$ cat src/cpwm_pkg.sv
package cpwm_pkg;

	// ==========================================================
	// Bus and register map (byte addresses, one word each)
	localparam int ADR_W = 8;
	localparam int DAT_W = 32;
	localparam logic [7:0] OFS_CONTROL1 = 8'h00;
	localparam logic [7:0] OFS_CONTROL2 = 8'h04;
	localparam logic [7:0] OFS_DUTY_HIGH1 = 8'h08;
	localparam logic [7:0] OFS_SHADOW1 = 8'h0C;
	localparam logic [7:0] OFS_DUTY_HIGH2 = 8'h10;
	localparam logic [7:0] OFS_SHADOW2 = 8'h14;
	localparam logic [7:0] OFS_PERIOD_LIMIT = 8'h18;
	localparam logic [7:0] OFS_TIMER_CONTROL = 8'h1C;
	localparam logic [7:0] OFS_PERIOD_COUNTER = 8'h20;
	localparam logic [7:0] OFS_STATUS = 8'h24;
	localparam logic [7:0] OFS_PIN_CONFIG = 8'h28;

	// ==========================================================
	// Field positions
	localparam int CTL_MODE_LSB = 0;
	localparam int CTL_LOW_LSB = 4;
	localparam logic [7:0] CTL_WMASK = 8'h3F;
	localparam logic [3:0] MODE_PWM_MASK = 4'hC;
	localparam int TC_PRESC_LSB = 0;
	localparam int TC_RUN_BIT = 2;
	localparam int TC_POST_LSB = 3;
	localparam logic [7:0] TC_WMASK = 8'h7F;
	localparam int ST_FLAG_BIT = 0;
	localparam int PC_SEL_BIT = 0;
	localparam int PC_DIR_LSB = 1;
	localparam int PC_DATA_LSB = 4;
	localparam logic [7:0] PC_WMASK = 8'h7F;

	// ==========================================================
	// Reset values
	localparam logic [7:0] RST_CONTROL = 8'h00;
	localparam logic [7:0] RST_BYTE = 8'h00;
	localparam logic [7:0] RST_PERIOD_LIMIT = 8'hFF;
	localparam logic [7:0] RST_PIN_CONFIG = 8'h0E;

	// ==========================================================
	// Timing: one system clock period, prescaler terminal counts
	localparam int CLK_PERIOD_NS = 100;
	localparam int TB_PHASES = 4;
	localparam logic [5:0] TERM_DIV1 = 6'(TB_PHASES - 1);
	localparam logic [5:0] TERM_DIV4 = 6'(TB_PHASES * 4 - 1);
	localparam logic [5:0] TERM_DIV16 = 6'(TB_PHASES * 16 - 1);

	typedef enum logic [1:0] {
		CPWM_DIV1 = 2'b00,
		CPWM_DIV4 = 2'b01,
		CPWM_DIV16 = 2'b10,
		CPWM_DIV16B = 2'b11
	} cpwm_presc_e;

endpackage

$ cat src/cpwm_channel.sv
module cpwm_channel (
	input wire logic i_clock, // System clock
	input wire logic i_sys_rst, // Async reset, active high
	input wire logic i_hold, // Sleep: freeze state
	input wire logic i_load, // Increment cycle after a period match
	input wire logic i_active, // Mode field selects PWM
	input wire logic [9:0] i_timebase, // Counter with sub-count bits
	input wire logic [7:0] i_duty_high, // Duty high byte register
	input wire logic [1:0] i_duty_low, // Duty low bits from control
	input wire logic i_shadow_we, // Software write to shadow
	input wire logic [7:0] i_shadow_wdata, // Write data for shadow
	output logic [7:0] o_shadow, // Buffered duty high bits
	output logic o_level // PWM waveform
);
	import cpwm_pkg::*;

	logic [1:0] latch_q;
	logic [9:0] duty_new;
	logic level_q;
	logic duty_match;

	assign duty_new = {i_duty_high, i_duty_low};
	assign duty_match = i_timebase == {o_shadow, latch_q}; // [RQ12]
	// Falls in the clock where the time base meets the duty, so high time is duty x prescale clocks
	assign o_level = level_q && !duty_match; // [RQ9] [RQ12] [RQ14]

	// ==========================================================
	// Double buffer of the duty value
	always_ff @(posedge i_clock or posedge i_sys_rst) begin
		if (i_sys_rst) begin
			o_shadow <= RST_BYTE;
			latch_q <= 2'h0;
		end else if (i_load && !i_hold) begin
			o_shadow <= i_duty_high; // [RQ4] [RQ7] [RQ10]
			latch_q <= i_duty_low; // [RQ6]
		end else if (i_shadow_we && !i_active) begin
			o_shadow <= i_shadow_wdata; // [RQ8]
		end
	end

	// ==========================================================
	// Output level: set at period start, cleared on duty match
	always_ff @(posedge i_clock or posedge i_sys_rst) begin
		if (i_sys_rst) begin
			level_q <= 1'b0;
		end else if (!i_active) begin
			level_q <= 1'b0;
		end else if (i_hold) begin
			level_q <= level_q; // [RQ15]
		end else if (i_load) begin
			level_q <= (duty_new != 10'h000); // [RQ3]
		end else if (duty_match) begin
			level_q <= 1'b0; // [RQ12] [RQ9] [RQ14]
		end
	end
endmodule

$ cat src/cpwm_unit.sv
// What this block does
// RQ1: Period is (limit+1) x 4 x prescale clocks.
// RQ2: Counter clears on increment after limit match.
// RQ3: Pin goes high at period start unless zero.
// RQ4: Duty high byte copied to shadow at start.
// RQ5: Postscale setting never affects the PWM period.
// RQ6: Duty is high byte plus control bits 5:4.
// RQ7: New duty takes effect at next period.
// RQ8: Shadow register is read-only in PWM mode.
// RQ9: High time is duty x clock x prescale.
// RQ10: Shadow plus hidden 2-bit latch double buffer.
// RQ11: Time base is counter plus two sub-count bits.
// RQ12: Pin cleared when time base meets duty.
// RQ13: Resolution is log2 of 4(limit+1) bits.
// RQ14: Duty beyond period leaves pin unchanged.
// RQ15: Sleep freezes counter, state and pin level.
// RQ16: Reset restores registers and makes pins inputs.
// RQ17: Zero control register returns pin to port.
// RQ18: Software clears direction bit to drive pin.
// RQ19: Second unit routes to one of two pins.
// RQ20: Prescale selectable as 1, 4 or 16.
// RQ21: Software follows the documented setup order.
// RQ22: Timer control: run bit 2, prescale 1:0, postscale 6:3.
// RQ23: PWM active only when mode field selects it.
// RQ24: Match flag sets on every period wrap.
//
// Added by the designer: the register offsets and the Wishbone interface to the registers.
module cpwm_unit (
	input wire logic i_clock, // System clock, 10 MHz
	input wire logic i_sys_rst, // Async reset, active high
	input wire logic i_sleep, // Sleep request, same clock domain
	input wire logic i_wb_cyc, // Wishbone cycle
	input wire logic i_wb_stb, // Wishbone strobe
	input wire logic i_wb_we, // Wishbone write enable
	input wire logic [cpwm_pkg::ADR_W-1:0] i_wb_adr, // Wishbone byte address
	input wire logic [cpwm_pkg::DAT_W-1:0] i_wb_dat, // Wishbone write data
	input wire logic [3:0] i_wb_sel, // Wishbone byte selects
	output logic [cpwm_pkg::DAT_W-1:0] o_wb_dat, // Wishbone read data
	output logic o_wb_ack, // Wishbone acknowledge
	output logic o_pin1, // Unit 1 output pin level
	output logic o_pin1_oe, // Unit 1 output pin enable
	output logic o_pin_def2, // Default pin of unit 2, level
	output logic o_pin_def2_oe, // Default pin of unit 2, enable
	output logic o_pin_alt2, // Alternate pin of unit 2, level
	output logic o_pin_alt2_oe // Alternate pin of unit 2, enable
);
	import cpwm_pkg::*;

	logic [7:0] control1_q;
	logic [7:0] control2_q;
	logic [7:0] duty_high1_q;
	logic [7:0] duty_high2_q;
	logic [7:0] period_limit_q;
	logic [7:0] timer_control_q;
	logic [7:0] period_counter_q;
	logic period_flag_q;
	logic [7:0] pin_config_q;
	logic [5:0] presc_q;
	logic [7:0] shadow1;
	logic [7:0] shadow2;
	logic level1;
	logic level2;
	logic req;
	logic wr;
	logic wr_byte;
	logic timer_run;
	logic tick;
	logic period_start;
	logic [1:0] sub_bits;
	logic [9:0] timebase;
	logic active1;
	logic active2;
	logic [7:0] rd_byte;
	logic [7:0] wdata;

	// ==========================================================
	// Helpers
	function automatic logic [5:0] presc_term(input logic [1:0] sel);
		case (cpwm_presc_e'(sel))
			CPWM_DIV1: presc_term = TERM_DIV1;
			CPWM_DIV4: presc_term = TERM_DIV4;
			default: presc_term = TERM_DIV16;
		endcase
	endfunction

	function automatic logic [1:0] presc_sub(input logic [1:0] sel, input logic [5:0] cnt);
		case (cpwm_presc_e'(sel))
			CPWM_DIV1: presc_sub = cnt[1:0];
			CPWM_DIV4: presc_sub = cnt[3:2];
			default: presc_sub = cnt[5:4];
		endcase
	endfunction

	function automatic logic is_pwm(input logic [7:0] ctl);
		is_pwm = (ctl[CTL_MODE_LSB+:4] & MODE_PWM_MASK) == MODE_PWM_MASK;
	endfunction

	// ==========================================================
	// Bus request decode
	assign req = i_wb_cyc && i_wb_stb && !o_wb_ack;
	// Writes land on the edge where the master samples ack
	assign wr = i_wb_cyc && i_wb_stb && i_wb_we && o_wb_ack;
	assign wr_byte = wr && i_wb_sel[0];
	assign wdata = i_wb_dat[7:0];

	// ==========================================================
	// Time base
	assign timer_run = timer_control_q[TC_RUN_BIT];
	// Postscale bits are stored but never enter the tick path
	assign tick = timer_run && !i_sleep
		&& presc_q == presc_term(timer_control_q[TC_PRESC_LSB+:2]); // [RQ1] [RQ5] [RQ20]
	assign period_start = tick && period_counter_q == period_limit_q; // [RQ2]
	assign sub_bits = presc_sub(timer_control_q[TC_PRESC_LSB+:2], presc_q); // [RQ11]
	// Width of the usable duty range follows from the limit alone
	assign timebase = {period_counter_q, sub_bits}; // [RQ11] [RQ13]
	assign active1 = is_pwm(control1_q); // [RQ23]
	assign active2 = is_pwm(control2_q); // [RQ23]

	always_ff @(posedge i_clock or posedge i_sys_rst) begin
		if (i_sys_rst) begin
			presc_q <= 6'h00;
		end else if (!timer_run || i_sleep) begin
			presc_q <= presc_q; // [RQ15]
		end else if (tick) begin
			presc_q <= 6'h00; // [RQ1]
		end else begin
			presc_q <= presc_q + 6'h01;
		end
	end

	always_ff @(posedge i_clock or posedge i_sys_rst) begin
		if (i_sys_rst) begin
			period_counter_q <= RST_BYTE; // [RQ16]
		end else if (wr_byte && i_wb_adr == OFS_PERIOD_COUNTER) begin
			period_counter_q <= wdata;
		end else if (period_start) begin
			period_counter_q <= 8'h00; // [RQ2]
		end else if (tick) begin
			period_counter_q <= period_counter_q + 8'h01;
		end
	end

	always_ff @(posedge i_clock or posedge i_sys_rst) begin
		if (i_sys_rst) begin
			period_flag_q <= 1'b0;
		end else if (period_start) begin
			period_flag_q <= 1'b1; // [RQ24]
		end else if (wr_byte && i_wb_adr == OFS_STATUS && wdata[ST_FLAG_BIT]) begin
			period_flag_q <= 1'b0;
		end
	end

	// ==========================================================
	// Configuration registers
	always_ff @(posedge i_clock or posedge i_sys_rst) begin
		if (i_sys_rst) begin
			control1_q <= RST_CONTROL; // [RQ16]
			control2_q <= RST_CONTROL;
			duty_high1_q <= RST_BYTE;
			duty_high2_q <= RST_BYTE;
			period_limit_q <= RST_PERIOD_LIMIT;
			timer_control_q <= RST_BYTE;
			pin_config_q <= RST_PIN_CONFIG; // [RQ16]
		end else if (wr_byte) begin
			if (i_wb_adr == OFS_CONTROL1) begin
				control1_q <= wdata & CTL_WMASK; // [RQ6]
			end else if (i_wb_adr == OFS_CONTROL2) begin
				control2_q <= wdata & CTL_WMASK;
			end else if (i_wb_adr == OFS_DUTY_HIGH1) begin
				duty_high1_q <= wdata; // [RQ7]
			end else if (i_wb_adr == OFS_DUTY_HIGH2) begin
				duty_high2_q <= wdata;
			end else if (i_wb_adr == OFS_PERIOD_LIMIT) begin
				period_limit_q <= wdata;
			end else if (i_wb_adr == OFS_TIMER_CONTROL) begin
				timer_control_q <= wdata & TC_WMASK; // [RQ22]
			end else if (i_wb_adr == OFS_PIN_CONFIG) begin
				pin_config_q <= wdata & PC_WMASK; // [RQ19]
			end
		end
	end

	// ==========================================================
	// Duty channels
	cpwm_channel u_ch1 (
		.i_clock(i_clock),
		.i_sys_rst(i_sys_rst),
		.i_hold(i_sleep),
		.i_load(period_start),
		.i_active(active1),
		.i_timebase(timebase),
		.i_duty_high(duty_high1_q),
		.i_duty_low(control1_q[CTL_LOW_LSB+:2]),
		.i_shadow_we(wr_byte && i_wb_adr == OFS_SHADOW1),
		.i_shadow_wdata(wdata),
		.o_shadow(shadow1),
		.o_level(level1)
	);

	cpwm_channel u_ch2 (
		.i_clock(i_clock),
		.i_sys_rst(i_sys_rst),
		.i_hold(i_sleep),
		.i_load(period_start),
		.i_active(active2),
		.i_timebase(timebase),
		.i_duty_high(duty_high2_q),
		.i_duty_low(control2_q[CTL_LOW_LSB+:2]),
		.i_shadow_we(wr_byte && i_wb_adr == OFS_SHADOW2),
		.i_shadow_wdata(wdata),
		.o_shadow(shadow2),
		.o_level(level2)
	);

	// ==========================================================
	// Pin multiplexer: PWM owns a pin only in PWM mode
	always_ff @(posedge i_clock or posedge i_sys_rst) begin
		if (i_sys_rst) begin
			o_pin1 <= 1'b0;
			o_pin1_oe <= 1'b0; // [RQ16]
			o_pin_def2 <= 1'b0;
			o_pin_def2_oe <= 1'b0;
			o_pin_alt2 <= 1'b0;
			o_pin_alt2_oe <= 1'b0;
		end else begin
			// Direction bit high keeps the driver off
			o_pin1_oe <= !pin_config_q[PC_DIR_LSB]; // [RQ18]
			o_pin_def2_oe <= !pin_config_q[PC_DIR_LSB+1];
			o_pin_alt2_oe <= !pin_config_q[PC_DIR_LSB+2];
			o_pin1 <= active1 ? level1 : pin_config_q[PC_DATA_LSB]; // [RQ17]
			if (active2 && !pin_config_q[PC_SEL_BIT]) begin
				o_pin_def2 <= level2; // [RQ19]
			end else begin
				o_pin_def2 <= pin_config_q[PC_DATA_LSB+1]; // [RQ17]
			end
			if (active2 && pin_config_q[PC_SEL_BIT]) begin
				o_pin_alt2 <= level2; // [RQ19]
			end else begin
				o_pin_alt2 <= pin_config_q[PC_DATA_LSB+2];
			end
		end
	end

	// ==========================================================
	// Read mux and acknowledge
	always_comb begin
		if (i_wb_adr == OFS_CONTROL1) begin
			rd_byte = control1_q;
		end else if (i_wb_adr == OFS_CONTROL2) begin
			rd_byte = control2_q;
		end else if (i_wb_adr == OFS_DUTY_HIGH1) begin
			rd_byte = duty_high1_q;
		end else if (i_wb_adr == OFS_SHADOW1) begin
			rd_byte = shadow1;
		end else if (i_wb_adr == OFS_DUTY_HIGH2) begin
			rd_byte = duty_high2_q;
		end else if (i_wb_adr == OFS_SHADOW2) begin
			rd_byte = shadow2;
		end else if (i_wb_adr == OFS_PERIOD_LIMIT) begin
			rd_byte = period_limit_q;
		end else if (i_wb_adr == OFS_TIMER_CONTROL) begin
			rd_byte = timer_control_q;
		end else if (i_wb_adr == OFS_PERIOD_COUNTER) begin
			rd_byte = period_counter_q;
		end else if (i_wb_adr == OFS_STATUS) begin
			rd_byte = {7'h00, period_flag_q};
		end else if (i_wb_adr == OFS_PIN_CONFIG) begin
			rd_byte = pin_config_q;
		end else begin
			rd_byte = 8'h00;
		end
	end

	always_ff @(posedge i_clock or posedge i_sys_rst) begin
		if (i_sys_rst) begin
			o_wb_ack <= 1'b0;
			o_wb_dat <= 32'h00000000;
		end else begin
			o_wb_ack <= req;
			if (req && !i_wb_we) begin
				o_wb_dat <= {24'h000000, rd_byte};
			end
		end
	end
endmodule

$ cat config.mk
export PLATFORM = sky130hd
export DESIGN_NAME = cpwm_unit
export DESIGN_NICKNAME = d
export VERILOG_FILES = /design/src/cpwm_pkg.sv /design/src/cpwm_channel.sv /design/src/cpwm_unit.sv
export SDC_FILE = /design/constraint.sdc
export NUM_CORES = 1
export LEC_CHECK = 0
export BUFFER_PORTS_ARGS = -buffer_cell sky130_fd_sc_hd__buf_2
export CAP_MARGIN = 20
export CORE_ASPECT_RATIO = 0.8
export CORE_MARGIN = 8
export CORE_UTILIZATION = 55
export CTS_CLUSTER_DIAMETER = 120
export CTS_CLUSTER_SIZE = 24
export DETAILED_ROUTE_END_ITERATION = 10
export GPL_TIMING_DRIVEN = 0
export PLACE_DENSITY = 0.79
export SLEW_MARGIN = 5
export SYNTH_ARGS = -nofsm -noshare
export SYNTH_HDL_FRONTEND = slang
export SYNTH_HIERARCHICAL = 1
export SYNTH_SLANG_ARGS = --single-unit
$ cat constraint.sdc
create_clock -name i_clock -period 2.9 [get_ports i_clock]
set_input_delay 0.145 -clock i_clock [delete_from_list [all_inputs] [get_ports i_clock]]
set_output_delay 0.145 -clock i_clock [all_outputs]
set_load 0.05 [all_outputs]
[Word-level counts from Yosys, hierarchy flattened]
Index checks and enable logic that the tools add are counted.
Storage, ports and cells
  bits of input ports: 50
  word-level logic and storage cells: 138
  register bits after elaboration: 102
Operators by class
  equality and inequality tests: 21
  bitwise gates (word level): 6
  reduce and logical (&&, ||, !) cells: 51
  mux-type cells: 34
  add/subtract/negate cells: 2
Operator list (number)
  8-bit 2-to-1 mux: 16
  8-bit by 5-bit == test with 1-bit output (second input constant): 4
  8-bit by 6-bit == test with 1-bit output (second input constant): 3
  1-bit logical AND: 21
  10-bit == test: 2
  10-bit nonzero test: 2
  8-bit by 4-bit == test with 1-bit output (second input constant): 2
  7-bit 2-to-1 mux: 2
  1-bit 2-to-1 mux: 13
  1-bit zero test: 12
  6-bit one-hot mux with 2 select lines: 1
  8-bit by 1-bit adder with 8-bit output (second input constant): 1
  8-bit by 3-bit == test with 1-bit output (second input constant): 1
  8-bit == test: 1
  8-bit zero test: 1
  8-bit AND reduction: 1
  7-bit AND reduction: 1
  6-bit by 1-bit adder with 6-bit output (second input constant): 1
  6-bit == test: 1
  6-bit 2-to-1 mux: 1
  3-bit by 1-bit != test with 1-bit output (second input constant): 2
  1-bit NOT: 6
  2-bit AND reduction: 3
  6-bit AND reduction: 1
  other kinds (11): 15

[Longest topological paths before layout]
Gate-level depths: netlist of the first run.
  word-level depth: 12
  gate-level depth with buffers: 9
  mapped depth without buffers: 8

[Hierarchy]
The synthesis of the first run kept the hierarchy.
Modules (own cells, without submodules)
  cpwm_unit: area each 4624.4 µm², sequential area each 2015.7 µm², times used 1, cells an instance 437
  cpwm_channel: area each 648.1 µm², sequential area each 275.3 µm², times used 2, cells an instance 65

[Worst setup path after synthesis of the first run]
OpenSTA, ideal clock, no wires.
  path type: reg2reg
  start: register timer_control_q[1]
  end: register u_ch1.latch_q[0]
  required time: 2.775 ns
  cell stages (with the launch flop): 8
  buffers on the path: 2
  library setup time: 0.125 ns
  slack: 0.518 ns
  data arrival time: 2.258 ns
  path through: dfrtp_1 -> buf_2 -> or4_1 -> a221o_2 -> nor2_1 -> nor2b_1 -> buf_2 -> mux2_2
On the way
  word-level cells in the longest chain between the ends: 6
  elaborated cells between the ends (all ways): 7
  those cells by class: eq/ne (2); mux (1); reduce/logical (4)
Ends and longest elaborated chain
  from (decl): RTL line cpwm_unit.sv:54  | logic [7:0] timer_control_q;
  from (signal assigned): RTL line cpwm_unit.sv:176  | timer_control_q <= wdata & TC_WMASK;
  2-bit by 1-bit == test with 1-bit output or 2-bit zero test (tied branches): RTL line cpwm_unit.sv:79  | case (cpwm_presc_e'(sel))
  6-bit one-hot mux with 2 select lines *: RTL line cpwm_unit.sv:79
  6-bit == test *: RTL line cpwm_unit.sv:111  | && presc_q == presc_term(timer_control_q[TC_PRESC_LSB+:2]);
  1-bit logical AND *: RTL line cpwm_unit.sv:111
  1-bit logical AND *: RTL line cpwm_unit.sv:112  | assign period_start = tick && period_counter_q == period_limit_q;
  via period_start: RTL line cpwm_unit.sv:68  | logic period_start;
  1-bit logical AND *: RTL line cpwm_channel.sv:33  | end else if (i_load && !i_hold) begin
  to (signal assigned): RTL line cpwm_channel.sv:35  | latch_q <= i_duty_low;
  to (decl): RTL line cpwm_channel.sv:17  | logic [1:0] latch_q;
Mark *: on every way through the listed nets, which the timed path passes. The rest lies on a longest branch.
A chain may end at the register's enable or synchronous reset.

[Final worst setup path of the first run]
  start: register period_counter_q[5]
  end: register u_ch1.o_shadow[0]
On the way
  word-level cells in the longest chain between the ends: 4
  elaborated cells between the ends (all ways): 5
  those cells by class: eq/ne (1); mux (1); reduce/logical (3)
Ends and longest elaborated chain
  from (decl): RTL line cpwm_unit.sv:55  | logic [7:0] period_counter_q;
  from (signal assigned): RTL line cpwm_unit.sv:135  | period_counter_q <= wdata;
  from (signal assigned): RTL line cpwm_unit.sv:139  | period_counter_q <= period_counter_q + 8'h01;
  8-bit == test *: RTL line cpwm_unit.sv:112
  1-bit logical AND *: RTL line cpwm_unit.sv:112
  via period_start: RTL line cpwm_unit.sv:68
  1-bit logical AND *: RTL line cpwm_channel.sv:33
  8-bit 2-to-1 mux or 2-bit nonzero test (tied branches)
  to (signal assigned): RTL line cpwm_channel.sv:34  | o_shadow <= i_duty_high;
  to (signal assigned): RTL line cpwm_channel.sv:37  | o_shadow <= i_shadow_wdata;
  to (decl): RTL line cpwm_channel.sv:12  | output logic [7:0] o_shadow,
Marks and branches as above.

==> results.json, run 1 <==
{
  "grt_max_degree": 42,
  "ant_nets": 0,
  "gp_congestion": 0.955,
  "path_class": "flip-flop to flip-flop",
  "wire_per_inst_um": 22.6,
  "syn_area_um2": 5920,
  "slew_violations": 0,
  "syn_to_final_growth_pct": 14.1,
  "synth_top_area_share": 0.385,
  "start_util": 0.554,
  "synth_edf_count": 0,
  "crit_required_ps": 3120,
  "fmax_mhz": 368,
  "ir_worst_vdd_mv": 0.277,
  "antenna_found_initial": 0,
  "yosysUniqueCellTypes": 63,
  "ys.flop_type": "dfrtp_1",
  "port_buffers": 36,
  "skew_ps": 8.80,
  "setup_violations": 0,
  "die_w_um": 132,
  "start_kind": "flip-flop",
  "rsz0062_at_grt": "no",
  "hpwl_um": 13200,
  "worstSkewPairLatency_ps": 350,
  "fin_nets": 691,
  "ys_seq_area_frac": 0.433,
  "cts_max_level": 3,
  "cts_tree": "built",
  "maxCapViolations": 0,
  "setup_ws_ps": 184,
  "finalHoldViolCount": 0,
  "async_flop_share": 1.00,
  "ios": 89,
  "grt_pass1_vias": 4795,
  "cts_root_buf": "clkbuf_16",
  "clkTransAtPathRegs_ps": 70,
  "cts_setup_buffers": 0,
  "power_density_nw_per_um2": 468,
  "dpl-instance-area_um2": 6390,
  "syn_area_per_cell_um2": 10.4,
  "grt_pass1_wl_um": 28100,
  "detail_route.first_pass.iterations": 6,
  "core_area_um2": 10700,
  "synthTopCellsByArea": "dfrtp_1 38%, mux2_2 11%, dfstp_2 4.9%",
  "status": "finished clean",
  "period_needed_ps": 2720,
  "p_leak_nw": 3.15,
  "ys_ff_latch": 102,
  "cts.sinks": 102,
  "viasPerCell": 6.19,
  "worst_slew_pin_slew_ps": 877,
  "vias": 4880,
  "die_area_um2": 14400,
  "overflow": 0,
  "critPathMaxFanout": 10,
  "crit_path_end_kind": "flip-flop",
  "clockBufferDepth": 2,
  "yosysWarnings": 6,
  "multi_input_area_um2": 3120,
  "cts_buffers": 9,
  "synth_top_area_cell": "dfrtp_1",
  "rows": 34,
  "fin_crit_sh": 0.936,
  "syn_inst": 567,
  "fin_area_um2": 6760,
  "worst_ep_arrival_time_ps": 2930,
  "drt-initial-drc-count": 686,
  "die_height_um": 109,
  "hp-class": "input port to flip-flop",
  "grt_usage": 0.254,
  "power_mw": 3.16,
  "finalWirelength_um": 17800,
  "layout.cells.non_filler": 788,
  "post-place-ws_ps": -236,
  "drcViolationCount": 0,
  "drive_gt1_frac": 0.295,
  "dp.cells": 771,
  "fillers": 902,
  "diodes": 0,
  "seqCellArea_um2": 2570,
  "slew_headroom": 0.411
}
==> layer usage <==
| layer | global-route usage | part of all wire |
|---|---|---|
| met5 | 0 | 0 |
| met4 | 0.0826 | 0.022 |
| met2 | 0.375 | 0.43 |
| met3 | 0.0787 | 0.10 |
| met1 | 0.351 | 0.44 |
==> kinds of logic after synthesis <==
| logic type | Yosys count | synth area share |
|---|---|---|
| fa+ha+maj | 2 | 0.00423 |
| other cells | 1 | 0.000633 |
| simple gates | 158 | 0.161 |
| mux | 88 | 0.165 |
| xor+xnor | 31 | 0.0459 |
| flops | 102 | 0.433 |
| buf+inv | 63 | 0.0598 |
| compound gates | 122 | 0.130 |
==> where the power goes <==
group	switching, mW	internal [mW]	leakage (nW)
Sequential	0.0143	1.44	1.36
Clock	0.545	0.790	0.161
Combinational	0.284	0.0895	1.63
==> cells in the mapped netlist, types with 9 or more instances <==
cell	count
dfrtp_1	91
mux2_2	58
nand2_1	42
o21ai_0	40
a21oi_1	28
mux2i_1	28
buf_4	26
nand3_1	20
xnor2_1	19
inv_1	13
nor2_1	13
nor2b_1	12
xor2_1	12
a22oi_1	11
dfstp_2	11
buf_2	10
nor3_1	10
nand4_1	9
==> repair_timing <==
action | 4_1_cts | 5_1_grt
pin swaps | 0 | 0
gates cloned | 0 | 0
setup endpoints to repair | 22 | 21
hold buffers | 1 | 0
endpoints found under the hold margin | 53 | 0
resized for setup | 3 | 2
==> path summary, 6_finish.rpt <==
| kind | start | end | slack, ps | cells after the start |
|---|---|---|---|---|
| max reg2reg | period_counter_q[5] | u_ch1/o_shadow[0] | 180 | 8 |
| min in group asynchronous | i_sys_rst | u_ch2/o_shadow[7] | 370 | 3 |
| max in group asynchronous | i_sys_rst | pin_config_q[1] | 1830 | 4 |
| max | period_counter_q[5] | u_ch1/o_shadow[0] | 180 | 8 |
| min | i_wb_dat[0] | u_ch2/o_shadow[0] | 150 | 3 |
| min reg2reg | pin_config_q[2] | o_pin_def2_oe | 460 | 1 |
==> critical path: stages (launching register included) <==
cell and delay (ps):
dfrtp_1 550, xor2_1 250, nor4_2 440, nand2_1 310, nor2_4 260, nor2b_1 170, buf_2 220, buf_2 240
o21ai_0 140
==> through the flow <==
stage / setup TNS (ps) / util / hold slack (ps)
6_report: 0 / 0.633 / 152
5_1_grt: 0 / 0.633 / 159
4_1_cts: 0 / 0.632 / 151
3_5_place_dp: -4480 / 0.598 / 196
3_3_place_gp: -20040 / 0.596 / 172
2_1_floorplan: 0 / - / -2.56
==> area by class of cell <==
cell class              count  share of cell area
clock buffers              11              0.0359
repair buffers             38              0.0311
clock inverters             5              0.0128
well taps                 144              0.0267
inverters                  13             0.00759
plain buffers              50              0.0452
flip-flops and latches    102               0.380
multi-input cells         425               0.461
==> cells in the final DEF (no fill, tap or decap), types with 4 or more instances in the layout <==
cell,n
buf_4,26
mux2_2,58
nand3_1,20
clkbuf_1,9
nand4_1,9
clkbuf_16,9
mux2i_1,28
o21ai_0,40
and2_1,8
o211ai_1,6
xor2_1,12
nand2b_1,5
nor2_1,12
nor3_1,10
a22oi_1,11
dfrtp_1,91
dfstp_2,11
inv_1,12
or3_1,4
nand2_1,42
conb_1,24
a21oi_1,28
nor2b_1,12
a211oi_1,4
buf_2,46
a22o_1,5
a31oi_1,7
xnor2_1,19
buf_1,5
==> sequential cells by signal (all words and copies together) (netlist names), 7 cells and up <==
signal / flops
duty_high1_q: 8
duty_high2_q: 8
o_wb_dat: 8
period_counter_q: 8
period_limit_q: 8
u_ch1/o_shadow: 8
u_ch2/o_shadow: 8
pin_config_q: 7
timer_control_q: 7
Note: power is estimated with default switching activity, not from simulation.
==> run 2, diff against run 1 <==
--- a/config.mk
+++ b/config.mk
@@ -15,6 +15,7 @@
 export DETAILED_ROUTE_END_ITERATION = 10
 export GPL_TIMING_DRIVEN = 0
 export PLACE_DENSITY = 0.79
+export REMOVE_ABC_BUFFERS = 1
 export SLEW_MARGIN = 5
 export SYNTH_ARGS = -nofsm -noshare
 export SYNTH_HDL_FRONTEND = slang
==> run 2 against run 1 <==
  * Wire length down 7.6%
  * Final cell count is 5.6% lower
  * Sequential power is essentially flat
  * Fmax up 0.48%
  * Via count decreased by 3.5%
  * Critical path depth shrank 1
  * Critical endpoint is now u_ch1/o_shadow[5]
  * Largest power group unchanged
==> results.json, run 2 (synthesis results as in run 1) <==
{
  "crit_path_end_kind": "flip-flop",
  "worstSkewPairLatency_ps": 350,
  "grt_pass1_vias": 4696,
  "grt_max_degree": 50,
  "hpwl_um": 11500,
  "rows": 34,
  "final_common_cell": "dfrtp_1",
  "drive_gt1_frac": 0.270,
  "ant_nets": 0,
  "start_util": 0.554,
  "cp_cell_sequence": "buf_2 -> or4_1 -> nor3_4 -> and4_2 -> nor2b_1 -> mux2i_1 -> o21ai_0",
  "cts_max_level": 3,
  "maxCapViolations": 0,
  "power_mw": 3.02,
  "viasPerCell": 6.33,
  "max_stage_delay_ps": 780,
  "p_switching_uw": 802,
  "critPathSlowestCell": "nor2b_1",
  "syn_to_final_growth_pct": 9.51,
  "worst_slew_pin_slew_ps": 985,
  "critPathMaxFanout": 12,
  "fmax_mhz": 370,
  "crit_required_ps": 3120,
  "p_leak_nw": 2.96,
  "overflow": 0,
  "antenna_found_initial": 0,
  "die_height_um": 109,
  "cpLargestDelayFamily": "simple AND/OR/NAND/NOR gates",
  "hold_slack_ps": 190,
  "hp-class": "input port to flip-flop",
  "setup_violations": 0,
  "gp_congestion": 0.939,
  "port_buffers": 37,
  "wire_per_inst_um": 22.1,
  "worst_ep_arrival_time_ps": 2930,
  "start_kind": "input port",
  "status": "finished clean",
  "fin_crit_sh": 0.932,
  "ios": 89,
  "seq_power_share": 0.481,
  "core_area_um2": 10700,
  "vias": 4711,
  "detail_route.first_pass.iterations": 6,
  "rsz0062_at_grt": "no",
  "slew_headroom": 0.341,
  "fin_nets": 647,
  "period_needed_ps": 2700,
  "power.share.switching": 0.265,
  "skew_ps": 5.73,
  "die_area_um2": 14400,
  "clockBufferDepth": 2,
  "drcViolationCount": 0,
  "clkTransAtPathRegs_ps": 60,
  "power_density_nw_per_um2": 466,
  "drt-initial-drc-count": 594,
  "finalWirelength_um": 16400,
  "ir_worst_vdd_mv": 0.265,
  "cts_buffers": 9,
  "grt_usage": 0.235,
  "clock_power_share": 0.406,
  "slew_violations": 0,
  "cts.sinks": 102,
  "path_class": "input port to flip-flop",
  "cts_root_buf": "clkbuf_16",
  "grt_pass1_wl_um": 26100,
  "cellInternalPower_mw": 2.22,
  "worst-path-buf-inv": 1,
  "die_w_um": 132,
  "final_cell_mix": "91 x dfrtp_1, 58 x mux2_2, 42 x nand2_1",
  "diodes": 0,
  "finalHoldViolCount": 0,
  "combPwrFrac": 0.113,
  "cts_tree": "built"
}
==> run 2: cell types whose count changed in the layout (fill, tap and decap cells not counted), moves of 5 or more <==
cell / before / now
buf_4: 26 / 4
buf_1: 5 / 0
clkbuf_1: 9 / 1
buf_2: 46 / 37
==> run 2: per-layer routing <==
| metal | up-vias | GRT usage | part of all wire |
|---|---|---|---|
| li1 | 2068 | - | - |
| met1 | 2317 | 0.308 | 0.42 |
| met2 | 270 | 0.351 | 0.43 |
| met3 | 56 | 0.0746 | 0.11 |
| met4 | 0 | 0.114 | 0.040 |
| met5 | - | 0 | 0 |
==> run 2: timing repair <==
action / 4_1_cts / 5_1_grt
buffers inserted: 4 / 0
resized for setup: 7 / 3
hold endpoints to repair: 53 / 0
hold buffers: 1 / 0
endpoints found under the setup margin: 22 / 15
==> run 2: final timing paths <==
kind,slack [ps],to,cells after the start,from
max in group asynchronous,1900,pin_config_q[3],4,i_sys_rst
setup reg to reg,240,u_ch1/o_shadow[5],6,o_wb_ack
hold / removal,190,duty_high1_q[7],2,i_wb_dat[7]
hold reg to reg,450,o_pin_def2_oe,1,pin_config_q[2]
setup / recovery,200,u_ch1/o_shadow[5],7,i_wb_adr[4]
min in group asynchronous,360,control1_q[5],3,i_sys_rst
==> run 2: per-stage QoR <==
stage	instance area, µm²	setup slack (ps)	instances	util	setup TNS, ps
finish	6480	197	744	0.607	0
global route	6480	62.0	744	0.607	0
CTS	6470	119	743	0.606	0
detailed placement	6100	-768	722	0.571	-14230
global placement	6070	-715	721	0.568	-32130
floorplan	5700	66.3	540	-	0
==> run 2: final cells by class <==
class / instances / area, µm²
fillers: 912 / 4190
clock inverters: 4 / 45.0
multi-input cells: 425 / 3120
inverters: 13 / 51.3
repair buffers: 44 / 260
clock buffers: 12 / 256
flip-flops and latches: 102 / 2570
well taps: 144 / 180
==> run 2: worst reg2reg max path, cell delays in order, from the launching register on <==
cell and delay (ps):
dfrtp_1 400, nand3_1 280, nor3_4 400, and4_2 270, nor2b_1 780, mux2i_1 310
o21ai_0 110
==> run 2: power groups by stage <==
stage	registers, mW	clock network, mW	logic (mW)
floorplan	1.54	0	0.157
global placement	1.48	0	0.325
detailed placement	1.48	0	0.335
CTS	1.45	1.24	0.339
global route	1.46	1.30	0.365
finish	1.45	1.23	0.341
